**config.mk**
```make
export PLATFORM = sky130hd
export DESIGN_NAME = rtc_tamper_trim_reset
export DESIGN_NICKNAME = d
export VERILOG_FILES = /design/src/rtl/rtc_pkg.sv /design/src/rtl/rtc_tamper_trim_reset.sv /design/src/rtl/supply_supervisor.sv
export SDC_FILE = /design/constraint.sdc
export NUM_CORES = 1
export LEC_CHECK = 0
export ABC_AREA = 1
export ABC_CLOCK_PERIOD_IN_PS = 1700
export BUFFER_PORTS_ARGS = -buffer_cell sky130_fd_sc_hd__buf_2
export CELL_PAD_IN_SITES_DETAIL_PLACEMENT = 0
export CELL_PAD_IN_SITES_GLOBAL_PLACEMENT = 1
export CORE_MARGIN = 3
export CORE_UTILIZATION = 35
export DETAILED_ROUTE_END_ITERATION = 6
export PLACE_DENSITY = 0.85
export SKIP_LAST_GASP = 1
export SLEW_MARGIN = 20
export SYNTH_ARGS = -nofsm -noshare
export SYNTH_HDL_FRONTEND = slang
export SYNTH_SLANG_ARGS = --single-unit
```
**constraint.sdc**
```tcl
create_clock -name mclk -period 1.7 [get_ports mclk]
set_input_delay 0.425 -clock mclk [delete_from_list [all_inputs] [get_ports mclk]]
set_output_delay 0.425 -clock mclk [all_outputs]
set_load 0.005 [all_outputs]
```
**src/rtl/rtc_pkg.sv**
```systemverilog
// Purpose: Shared constants and types for the tamper, trim and supervisor block
// Assumes: 250 MHz mclk; register indexes 0..8 on a plain port
// Notes: Time figures are in ns; cycle counts derive from the clock rate
package rtc_pkg;
  // Clock rate and derived period
  localparam int CLK_HZ = 250_000_000;
  localparam int CLK_NS = 1_000_000_000 / CLK_HZ;

  // Register indexes
  localparam logic [3:0] ADDR_CTRL = 4'h0;
  localparam logic [3:0] ADDR_TRIM = 4'h1;
  localparam logic [3:0] ADDR_TIME0 = 4'h2;
  localparam logic [3:0] ADDR_TIME_LAST = 4'h8;
  localparam int TIME_BYTES = 7;

  // Control register fields
  localparam int TAMPER_BIT = 7;
  localparam int TRIM_MODE_BIT = 2;
  localparam int WRITE_BIT = 1;
  localparam int READ_BIT = 0;

  // Trim register fields
  localparam int TIMESTAMP_ENABLE_BIT = 6;
  localparam int SIGN_BIT = 5;
  localparam int MAG_MSB = 4;

  // Values after reset
  localparam logic [7:0] CTRL_RESET = 8'h00;
  localparam logic [5:0] TRIM_CODE_RESET = 6'h00;
  localparam logic [7:0] TIME_RESET = 8'h00;

  // Trim output square wave
  localparam int TRIM_OUT_HZ = 512;
  localparam int TRIM_HALF_CYCLES = CLK_HZ / (2 * TRIM_OUT_HZ);

  // Supervisor timing; least times round up to whole cycles
  localparam int BROWNOUT_FILTER_NS = 10_000;
  localparam int POWER_UP_HOLD_NS = 100_000;
  localparam int FILTER_CYCLES = (BROWNOUT_FILTER_NS + CLK_NS - 1) / CLK_NS;
  localparam int HOLD_CYCLES = (POWER_UP_HOLD_NS + CLK_NS - 1) / CLK_NS;

  // Register port request
  typedef struct packed {
    logic [3:0] addr;
    logic [7:0] wdata;
    logic wr;
    logic rd;
  } regbus_req_type;

  // Correction handed to the timekeeper
  typedef struct packed {
    logic add;
    logic remove;
    logic [4:0] steps;
  } trim_adjust_type;

  typedef logic [TIME_BYTES-1:0][7:0] time_type;

  // Sign set adds pulses (slow clock), clear removes them; zero is no-op
  function automatic trim_adjust_type decode_trim(input logic [5:0] code);
    trim_adjust_type t;
    t.steps = code[MAG_MSB:0];
    t.add = code[SIGN_BIT] && (code[MAG_MSB:0] != 5'h00);
    t.remove = !code[SIGN_BIT] && (code[MAG_MSB:0] != 5'h00);
    return t;
  endfunction
endpackage

```
**src/rtl/rtc_tamper_trim_reset.sv**
```systemverilog
// Purpose: Tamper latch with timestamp, trim code, trim pin and reset pin
// Assumes: Timekeeper counters live outside and feed live_time
// Notes: Register indexes 0..8; read data appear one cycle after rd
`timescale 1ns/10ps
`default_nettype none
module rtc_tamper_trim_reset #(
  parameter int TRIM_HALF_CYCLES = rtc_pkg::TRIM_HALF_CYCLES,
  parameter int FILTER_CYCLES = rtc_pkg::FILTER_CYCLES,
  parameter int HOLD_CYCLES = rtc_pkg::HOLD_CYCLES
) (
  // Clock and reset
  input wire logic mclk,
  input wire logic rst_n,
  // Register port
  input wire rtc_pkg::regbus_req_type bus_req,
  output logic [7:0] rd_data,
  // Device pins
  input wire logic tamper_input,
  input wire logic main_supply_valid,
  input wire logic supply_above_trip,
  output logic trim_out,
  output logic sys_reset_o,
  output logic sys_reset_oe,
  // Timekeeper side
  input wire rtc_pkg::time_type live_time,
  output rtc_pkg::time_type time_regs,
  output rtc_pkg::trim_adjust_type trim_adjust,
  output logic freeze_updates,
  output logic core_load
);
  import rtc_pkg::*;

  typedef enum logic [1:0] {
    ARMED = 2'b01,
    LATCHED = 2'b10
  } tamper_state_type;

  tamper_state_type tamper_reg;
  tamper_state_type tamper_next;
  logic tin_meta;
  logic tin_sync;
  logic tin_prev;
  logic vdd_meta;
  logic vdd_sync;
  logic tin_rise;
  logic wr_ctrl;
  logic wr_trim;
  logic tamper_clear;
  logic tamper_accept;
  logic capture;
  logic stamp;
  logic time_wr_any;
  logic trim_mode_reg;
  logic wbit_reg;
  logic rbit_reg;
  logic timestamp_enable_reg;
  logic [5:0] trim_code_reg;
  logic [31:0] trim_cnt_reg;
  time_type time_hold;
  logic trim_seen_reg;
  logic [31:0] trim_run_reg;

  // Tamper pin synchroniser; only the second stage feeds the edge detector
  always_ff @(posedge mclk or negedge rst_n) begin
    if (!rst_n) begin
      tin_meta <= 1'b0;
      tin_sync <= 1'b0;
      tin_prev <= 1'b0;
    end else begin
      tin_meta <= tamper_input;
      tin_sync <= tin_meta;
      tin_prev <= tin_sync;
    end
  end

  // Main supply valid level, also from a pin
  always_ff @(posedge mclk or negedge rst_n) begin
    if (!rst_n) begin
      vdd_meta <= 1'b0;
      vdd_sync <= 1'b0;
    end else begin
      vdd_meta <= main_supply_valid;
      vdd_sync <= vdd_meta;
    end
  end

  // Request decode
  assign tin_rise = tin_sync && !tin_prev;
  assign wr_ctrl = bus_req.wr && (bus_req.addr == ADDR_CTRL);
  assign wr_trim = bus_req.wr && (bus_req.addr == ADDR_TRIM);
  assign time_wr_any = bus_req.wr && (bus_req.addr >= ADDR_TIME0) && (bus_req.addr <= ADDR_TIME_LAST);

  // Writing zero to the flag clears it, but never on a failing supply
  assign tamper_clear = wr_ctrl && !bus_req.wdata[TAMPER_BIT] && vdd_sync;

  // An edge in the clearing cycle counts, so no event is lost
  assign tamper_accept = tin_rise && ((tamper_reg == ARMED) || tamper_clear);

  // Capture only on a 0 to 1 change of the read bit
  assign capture = wr_ctrl && bus_req.wdata[READ_BIT] && !rbit_reg;
  assign stamp = tamper_accept && timestamp_enable_reg;

  // Tamper flag next state; set wins over clear
  always_comb begin
    tamper_next = tamper_reg;
    case (tamper_reg)
      ARMED: begin
        if (tin_rise) tamper_next = LATCHED;
      end
      LATCHED: begin
        if (tamper_accept) tamper_next = LATCHED;
        else if (tamper_clear) tamper_next = ARMED;
      end
      default: tamper_next = ARMED;
    endcase
  end

  // Flag starts clear at power-up; battery retention is outside this block
  always_ff @(posedge mclk or negedge rst_n) begin
    if (!rst_n) tamper_reg <= ARMED;
    else tamper_reg <= tamper_next;
  end

  // Control register bits other than the flag
  always_ff @(posedge mclk or negedge rst_n) begin
    if (!rst_n) begin
      trim_mode_reg <= CTRL_RESET[TRIM_MODE_BIT];
      wbit_reg <= CTRL_RESET[WRITE_BIT];
      rbit_reg <= CTRL_RESET[READ_BIT];
    end else if (wr_ctrl) begin
      trim_mode_reg <= bus_req.wdata[TRIM_MODE_BIT];
      wbit_reg <= bus_req.wdata[WRITE_BIT];
      rbit_reg <= bus_req.wdata[READ_BIT];
    end
  end

  // Clearing the write bit loads the time registers into the core
  always_ff @(posedge mclk or negedge rst_n) begin
    if (!rst_n) core_load <= 1'b0;
    else core_load <= wr_ctrl && wbit_reg && !bus_req.wdata[WRITE_BIT];
  end

  assign freeze_updates = wbit_reg;

  // Timestamp enable is always writable and clear after power-up
  always_ff @(posedge mclk or negedge rst_n) begin
    if (!rst_n) timestamp_enable_reg <= 1'b0;
    else if (wr_trim) timestamp_enable_reg <= bus_req.wdata[TIMESTAMP_ENABLE_BIT];
  end

  // Trim code locks outside trim mode so a stray write cannot detune the clock
  always_ff @(posedge mclk or negedge rst_n) begin
    if (!rst_n) trim_code_reg <= TRIM_CODE_RESET;
    else if (wr_trim && trim_mode_reg) trim_code_reg <= bus_req.wdata[SIGN_BIT:0];
  end

  // Sign and magnitude become an add or remove request for the timekeeper
  always_ff @(posedge mclk or negedge rst_n) begin
    if (!rst_n) trim_adjust <= '0;
    else trim_adjust <= decode_trim(trim_code_reg);
  end

  // Time registers: timestamp or capture take priority over host writes
  always_ff @(posedge mclk or negedge rst_n) begin
    if (!rst_n) begin
      time_hold <= {TIME_BYTES{TIME_RESET}};
    end else if (stamp || capture) begin
      time_hold <= live_time;
    end else begin
      for (int i = 0; i < TIME_BYTES; i++) begin
        if (bus_req.wr && (bus_req.addr == ADDR_TIME0 + 4'(i))) time_hold[i] <= bus_req.wdata;
      end
    end
  end

  assign time_regs = time_hold;

  // Trim pin square wave; the correction itself never shows on it
  always_ff @(posedge mclk or negedge rst_n) begin
    if (!rst_n) begin
      trim_cnt_reg <= 32'h0;
      trim_out <= 1'b0;
    end else if (!trim_mode_reg) begin
      trim_cnt_reg <= 32'h0;
      trim_out <= 1'b0;
    end else if (trim_cnt_reg >= 32'(TRIM_HALF_CYCLES - 1)) begin
      trim_cnt_reg <= 32'h0;
      trim_out <= !trim_out;
    end else begin
      trim_cnt_reg <= trim_cnt_reg + 32'h1;
    end
  end

  // Read data; the flag reads zero while the supply is not valid
  always_ff @(posedge mclk or negedge rst_n) begin
    if (!rst_n) begin
      rd_data <= 8'h00;
    end else if (bus_req.rd) begin
      case (bus_req.addr)
        ADDR_CTRL: begin
          rd_data <= 8'h00;
          rd_data[TAMPER_BIT] <= (tamper_reg == LATCHED) && vdd_sync;
          rd_data[TRIM_MODE_BIT] <= trim_mode_reg;
          rd_data[WRITE_BIT] <= wbit_reg;
          rd_data[READ_BIT] <= rbit_reg;
        end
        ADDR_TRIM: begin
          rd_data <= 8'h00;
          rd_data[TIMESTAMP_ENABLE_BIT] <= timestamp_enable_reg;
          rd_data[SIGN_BIT:0] <= trim_code_reg;
        end
        ADDR_TIME0, 4'h3, 4'h4, 4'h5, 4'h6, 4'h7, ADDR_TIME_LAST: begin
          rd_data <= time_hold[3'(bus_req.addr - ADDR_TIME0)];
        end
        default: rd_data <= 8'h00;
      endcase
    end else begin
      rd_data <= 8'h00;
    end
  end

  // Undervoltage supervisor
  supply_supervisor #(
    .FILTER_CYCLES(FILTER_CYCLES),
    .HOLD_CYCLES(HOLD_CYCLES)
  ) u_supervisor (
    .mclk(mclk),
    .rst_n(rst_n),
    .supply_above_trip(supply_above_trip),
    .sys_reset_o(sys_reset_o),
    .sys_reset_oe(sys_reset_oe)
  );

  // Rules on the reset pin are checked inside the supervisor itself

  // Cycles since the trim pin last moved; kept apart from the divider so the check is independent
  always_ff @(posedge mclk or negedge rst_n) begin
    if (!rst_n) begin
      trim_seen_reg <= 1'b0;
      trim_run_reg <= 32'h0;
    end else begin
      trim_seen_reg <= trim_out;
      if (!trim_mode_reg) trim_run_reg <= 32'h0;
      else if (trim_out != trim_seen_reg) trim_run_reg <= 32'h1;
      else trim_run_reg <= trim_run_reg + 32'h1;
    end
  end
endmodule // rtc_tamper_trim_reset
`default_nettype wire

```
**src/rtl/supply_supervisor.sv**
```systemverilog
// Purpose: Open-drain system reset from a filtered undervoltage
// Assumes: supply_above_trip is an asynchronous comparator pin
// Notes: Starts with reset asserted, as on power-up
`timescale 1ns/10ps
`default_nettype none
module supply_supervisor #(
  parameter int FILTER_CYCLES = rtc_pkg::FILTER_CYCLES,
  parameter int HOLD_CYCLES = rtc_pkg::HOLD_CYCLES
) (
  // Clock and reset
  input wire logic mclk,
  input wire logic rst_n,
  // Comparator pin
  input wire logic supply_above_trip,
  // Open-drain reset pin
  output logic sys_reset_o,
  output logic sys_reset_oe
);
  import rtc_pkg::*;

  typedef enum logic [3:0] {
    IN_RANGE = 4'b0001,
    FILTERING = 4'b0010,
    LOW = 4'b0100,
    HOLDING = 4'b1000
  } sup_state_type;

  sup_state_type state_reg;
  logic [31:0] cnt_reg;
  logic above_meta;
  logic above_sync;
  logic [31:0] below_run_reg;

  // Two-stage synchroniser on the comparator pin
  always_ff @(posedge mclk or negedge rst_n) begin
    if (!rst_n) begin
      above_meta <= 1'b0;
      above_sync <= 1'b0;
    end else begin
      above_meta <= supply_above_trip;
      above_sync <= above_meta;
    end
  end

  // Cycles the synchronised supply has stayed below trip; only the filter check reads it
  always_ff @(posedge mclk or negedge rst_n) begin
    if (!rst_n) below_run_reg <= 32'h0;
    else if (above_sync) below_run_reg <= 32'h0;
    else below_run_reg <= below_run_reg + 32'h1;
  end

  // Short dips are filtered so glitches never reset the system
  always_ff @(posedge mclk or negedge rst_n) begin
    if (!rst_n) begin
      state_reg <= LOW;
      cnt_reg <= 32'h0;
    end else begin
      case (state_reg)
        IN_RANGE: begin
          cnt_reg <= 32'h0;
          if (!above_sync) state_reg <= FILTERING;
        end
        FILTERING: begin
          if (above_sync) state_reg <= IN_RANGE;
          else if (cnt_reg >= 32'(FILTER_CYCLES - 1)) state_reg <= LOW;
          else cnt_reg <= cnt_reg + 32'h1;
        end
        LOW: begin
          cnt_reg <= 32'h0;
          if (above_sync) state_reg <= HOLDING;
        end
        HOLDING: begin
          if (!above_sync) begin
            state_reg <= LOW;
            cnt_reg <= 32'h0;
          end else if (cnt_reg >= 32'(HOLD_CYCLES - 1)) begin
            state_reg <= IN_RANGE;
          end else begin
            cnt_reg <= cnt_reg + 32'h1;
          end
        end
        default: state_reg <= LOW;
      endcase
    end
  end

  // Pin only ever pulls low; released means high impedance
  assign sys_reset_o = 1'b0;
  assign sys_reset_oe = (state_reg == LOW) || (state_reg == HOLDING);
endmodule // supply_supervisor
`default_nettype wire

```
==> impl_metrics.prom <==
# TYPE chip_impl_metric gauge
chip_impl_metric{name="die_outline_area",unit="sq um"} 25200
chip_impl_metric{name="antenna_left",unit=""} 0
chip_impl_metric{name="htree_levels",unit=""} 4
chip_impl_info{name="cts_root_buffer",value="sky130_fd_sc_hd__clkbuf_16"} 1
chip_impl_metric{name="finalWorstPathRequiredPeriod",unit="ps"} 1710
chip_impl_info{name="failing_checks",value="negative setup slack"} 1
chip_impl_info{name="run_status",value="complete, but fails checks"} 1
chip_impl_info{name="synth_top_cells_by_area",value="sky130_fd_sc_hd__dfrtp_1 48%, sky130_fd_sc_hd__nand2_1 15%, sky130_fd_sc_hd__nand3_1 6.6%"} 1
chip_impl_metric{name="initial_core_util",unit=""} 0.358
chip_impl_metric{name="dp_worst_setup_slack",unit="ps"} -198
chip_impl_metric{name="groute.usage.overall",unit=""} 0.218
chip_impl_metric{name="grt_remaining_overflow",unit=""} 0
chip_impl_metric{name="fill_cells",unit=""} 2241
chip_impl_info{name="clock_tree_from_tritoncts",value="done"} 1
chip_impl_metric{name="timing.clock.skew",unit="ps"} 12.9
chip_impl_metric{name="drc",unit=""} 0
chip_impl_metric{name="post_layout_utilization_of_the_core",unit=""} 0.489
chip_impl_metric{name="synth_top_area_share",unit=""} 0.485
chip_impl_metric{name="critPathMaxFanout",unit=""} 3
chip_impl_metric{name="numClockSinks",unit=""} 160
chip_impl_metric{name="post_route_cells_drive_above_1_share",unit=""} 0.286
chip_impl_metric{name="place_area",unit="sq um"} 9950
chip_impl_metric{name="viasPerCell",unit=""} 5.13
chip_impl_metric{name="postSynthCellCount",unit=""} 1066
chip_impl_metric{name="flip_flop_count_of_the_largest_register_all_copies_and_words_added",unit=""} 56
chip_impl_metric{name="insertion_delay",unit="ps"} 440
chip_impl_metric{name="core",unit="sq um"} 22800
chip_impl_metric{name="timing.critical_path.arrival",unit="ps"} 1280
chip_impl_metric{name="synth_warnings",unit=""} 0
chip_impl_metric{name="yosysUniqueCellTypes",unit=""} 41
chip_impl_metric{name="floorplan.die.width",unit="microns"} 159
chip_impl_metric{name="worst_ep_required_time",unit="ps"} 1270
chip_impl_metric{name="drt-initial-drc-count",unit=""} 687
chip_impl_info{name="synthFlopType",value="sky130_fd_sc_hd__dfrtp_1"} 1
chip_impl_metric{name="clock.fmax",unit="MHz"} 585
chip_impl_metric{name="detail_route.first_pass.iterations",unit=""} 7
chip_impl_info{name="critical_path.top_delay_family",value="flip-flops"} 1
chip_impl_metric{name="top_level_pins",unit=""} 151
chip_impl_metric{name="cts_buffer_depth",unit=""} 2
chip_impl_metric{name="maxSlewViolCount",unit=""} 0
chip_impl_info{name="hold_path_class",value="input port to register"} 1
chip_impl_metric{name="dpl.hpwl",unit="microns"} 20300
chip_impl_metric{name="power-per-cell-area",unit="nW/um^2"} 1300
chip_impl_info{name="critPathCaptureType",value="output port"} 1
chip_impl_metric{name="cap_violations",unit=""} 0
chip_impl_metric{name="gp_routability_congestion",unit=""} 0.958
chip_impl_metric{name="syn2layout_area_growth",unit="%"} 36.4
chip_impl_metric{name="ys_async_sr_fraction",unit=""} 1.00
chip_impl_metric{name="first_pass_grt_wire_length",unit="microns"} 42400
chip_impl_metric{name="ys_ff_latch",unit=""} 160
chip_impl_metric{name="max_stage_delay",unit="ps"} 560
chip_impl_metric{name="fin_area",unit="sq um"} 11100
chip_impl_metric{name="clkTransAtPathRegs",unit="ps"} 70
chip_impl_info{name="crit_path_cell_trace",value="nand3_2 -> nand2_1 -> buf_2"} 1
chip_impl_metric{name="mapped_cell_area",unit="sq um"} 8160
chip_impl_metric{name="via_count",unit=""} 8475
chip_impl_metric{name="timing_hold_violations_final",unit=""} 0
chip_impl_metric{name="synth_sequential_area_ratio",unit=""} 0.491
chip_impl_metric{name="grt_max_degree",unit=""} 46
chip_impl_metric{name="antenna_found_initial",unit=""} 0
chip_impl_metric{name="irDropWorstVdd",unit="mV"} 0.603
chip_impl_info{name="grt_setup_unrepaired",value="yes"} 1
chip_impl_metric{name="port_buffers",unit=""} 149
chip_impl_metric{name="avg_synthesized_cell_area",unit="sq um"} 7.66
chip_impl_info{name="worstSetupStartpointType",value="register"} 1
chip_impl_metric{name="floorplan.die.height",unit="microns"} 159
chip_impl_metric{name="power.leakage",unit="nW"} 5.65
chip_impl_info{name="cpMaxStageDelayCell",value="sky130_fd_sc_hd__dfstp_2"} 1
chip_impl_info{name="synth_largest_area_cell",value="sky130_fd_sc_hd__dfrtp_1"} 1
chip_impl_metric{name="ant_diodes",unit=""} 0
chip_impl_metric{name="route.final.wire_length",unit="microns"} 28500
chip_impl_metric{name="num-nets-final",unit=""} 1405
chip_impl_metric{name="post_drt_wl_per_cell",unit="microns"} 17.2
chip_impl_metric{name="min_period_over_period",unit=""} 1.01
chip_impl_metric{name="rows",unit=""} 55
chip_impl_metric{name="finalSetupViolCount",unit=""} 1
chip_impl_metric{name="cts_buffers",unit=""} 17
chip_impl_metric{name="cp_num_buf_inv",unit=""} 1
chip_impl_info{name="timing_worst_setup_path_type",value="register to output port"} 1
chip_impl_metric{name="synth_enable_flop_cells",unit=""} 0
chip_impl_metric{name="final.setup.worst_slack",unit="ps"} -8.70
chip_impl_metric{name="first_global_vias",unit=""} 7961
## cells in the final DEF, fill, tap and decap left out, types with 3 or more instances in the layout
cell type / Yosys / final
sky130_fd_sc_hd__nor2_4: 2 / 4
sky130_fd_sc_hd__buf_4: 6 / 82
sky130_fd_sc_hd__buf_6: 5 / 4
sky130_fd_sc_hd__xnor2_1: 3 / 3
sky130_fd_sc_hd__nand2_1: 320 / 296
sky130_fd_sc_hd__dfrtp_1: 158 / 156
sky130_fd_sc_hd__nor4_1: 4 / 4
sky130_fd_sc_hd__xor2_1: 12 / 12
sky130_fd_sc_hd__nand3_4: 1 / 3
sky130_fd_sc_hd__buf_12: 0 / 13
sky130_fd_sc_hd__inv_6: 0 / 6
sky130_fd_sc_hd__o21ai_0: 45 / 39
sky130_fd_sc_hd__nand3_2: 2 / 7
sky130_fd_sc_hd__buf_2: 11 / 148
sky130_fd_sc_hd__inv_1: 93 / 85
sky130_fd_sc_hd__nor2_2: 9 / 24
sky130_fd_sc_hd__clkinv_2: 0 / 4
sky130_fd_sc_hd__o21ai_1: 7 / 12
sky130_fd_sc_hd__nand2_2: 4 / 23
sky130_fd_sc_hd__o22ai_1: 8 / 8
sky130_fd_sc_hd__clkbuf_16: 0 / 24
sky130_fd_sc_hd__conb_1: 1 / 15
sky130_fd_sc_hd__nor3_1: 7 / 7
sky130_fd_sc_hd__nand3_1: 108 / 101
sky130_fd_sc_hd__inv_2: 6 / 12
sky130_fd_sc_hd__a21oi_1: 18 / 18
sky130_fd_sc_hd__nor2_1: 140 / 123
sky130_fd_sc_hd__nand4_1: 61 / 61
sky130_fd_sc_hd__nand2_4: 2 / 5
## per-stage QoR
stage	total power, W	setup TNS (ps)	std cells	hold slack (ps)
2_1_floorplan	0.00761	0	1080	129
3_3_place_gp	0.00986	-5690	1597	333
3_5_place_dp	0.00994	-7920	1597	336
4_1_cts	0.0138	-34.3	1633	78.2
5_1_grt	0.0153	-2430	1651	81.9
6_report	0.0145	-8.70	1651	94.7
## cell usage after synthesis (3+ instances only)
| master | n |
|---|---|
| sky130_fd_sc_hd__xor2_1 | 12 |
| sky130_fd_sc_hd__nor2_2 | 9 |
| sky130_fd_sc_hd__buf_2 | 11 |
| sky130_fd_sc_hd__o22ai_1 | 8 |
| sky130_fd_sc_hd__nand4_1 | 61 |
| sky130_fd_sc_hd__o21ai_1 | 7 |
| sky130_fd_sc_hd__nand3_1 | 108 |
| sky130_fd_sc_hd__inv_1 | 93 |
| sky130_fd_sc_hd__nand2_1 | 320 |
| sky130_fd_sc_hd__inv_2 | 6 |
| sky130_fd_sc_hd__nand2_2 | 4 |
| sky130_fd_sc_hd__nor3_1 | 7 |
| sky130_fd_sc_hd__ha_1 | 5 |
| sky130_fd_sc_hd__nor4_1 | 4 |
| sky130_fd_sc_hd__o21ai_0 | 45 |
| sky130_fd_sc_hd__xnor2_1 | 3 |
| sky130_fd_sc_hd__buf_4 | 6 |
| sky130_fd_sc_hd__a21oi_1 | 18 |
| sky130_fd_sc_hd__clkbuf_1 | 8 |
| sky130_fd_sc_hd__dfrtp_1 | 158 |
| sky130_fd_sc_hd__nor2_1 | 140 |
| sky130_fd_sc_hd__buf_6 | 5 |
## cell families after synthesis
family	synth area share
AND/OR/NAND/NOR	0.357
flip-flops	0.491
buffers and inverters	0.0705
AO/OA/AOI/OAI	0.0573
XOR/XNOR	0.0161
adder cells (fa/ha/maj)	0.00767
other	0.000460
## routing by layer
layer / GRT usage / up-vias / share of wire
met4: 0.0975 / 0 / 0.039
met3: 0.0386 / 80 / 0.070
met5: 0 / - / 0
met1: 0.297 / 3997 / 0.42
li1: - / 3980 / -
met2: 0.340 / 418 / 0.47
## path summary, 6_finish.rpt
check | start | endpoint | slack, ps | depth (start not counted)
max in group asynchronous | rst_n | u_supervisor.state_reg[2] | 620 | 3
max | u_supervisor.state_reg[2] | sys_reset_oe | -9 | 3
min in group asynchronous | rst_n | vdd_meta | 480 | 2
min reg2reg | tin_meta | tin_sync | 350 | 0
min | supply_above_trip | u_supervisor.above_meta | 90 | 1
max reg2reg | tamper_reg[0] | time_regs[22] | 20 | 8
## final cells by class
cell class | instances | area, sq um | area share
clock buffers | 18 | 429 | 0.0386
clock inverters | 14 | 129 | 0.0116
inverters | 101 | 397 | 0.0356
multi-input cells | 787 | 3860 | 0.347
flip-flops and latches | 160 | 4010 | 0.360
well taps | 313 | 392 | 0.0352
repair buffers | 258 | 1920 | 0.172
## where the power goes
| group | internal [W] | total (W) | leakage [nW] | switching [W] |
|---|---|---|---|---|
| sequential | 0.00472 | 0.00574 | 2.05 | 0.00102 |
| combinational | 0.00224 | 0.00503 | 3.32 | 0.00279 |
| clock | 0.00204 | 0.00374 | 0.274 | 0.00170 |
| total | 0.00900 | 0.0145 | 5.65 | 0.00551 |
## what timing repair did
| action | 4_1_cts | 5_1_grt |
|---|---|---|
| buffers inserted | 2 | 7 |
| pin swaps | 2 | 36 |
| hold endpoints to repair | 33 | 0 |
| cloned | 1 | 11 |
| setup endpoints to repair | 33 | 109 |
| hold buffers | 1 | 0 |
| gates resized for setup | 5 | 90 |
(Power assumes the default switching activity.)
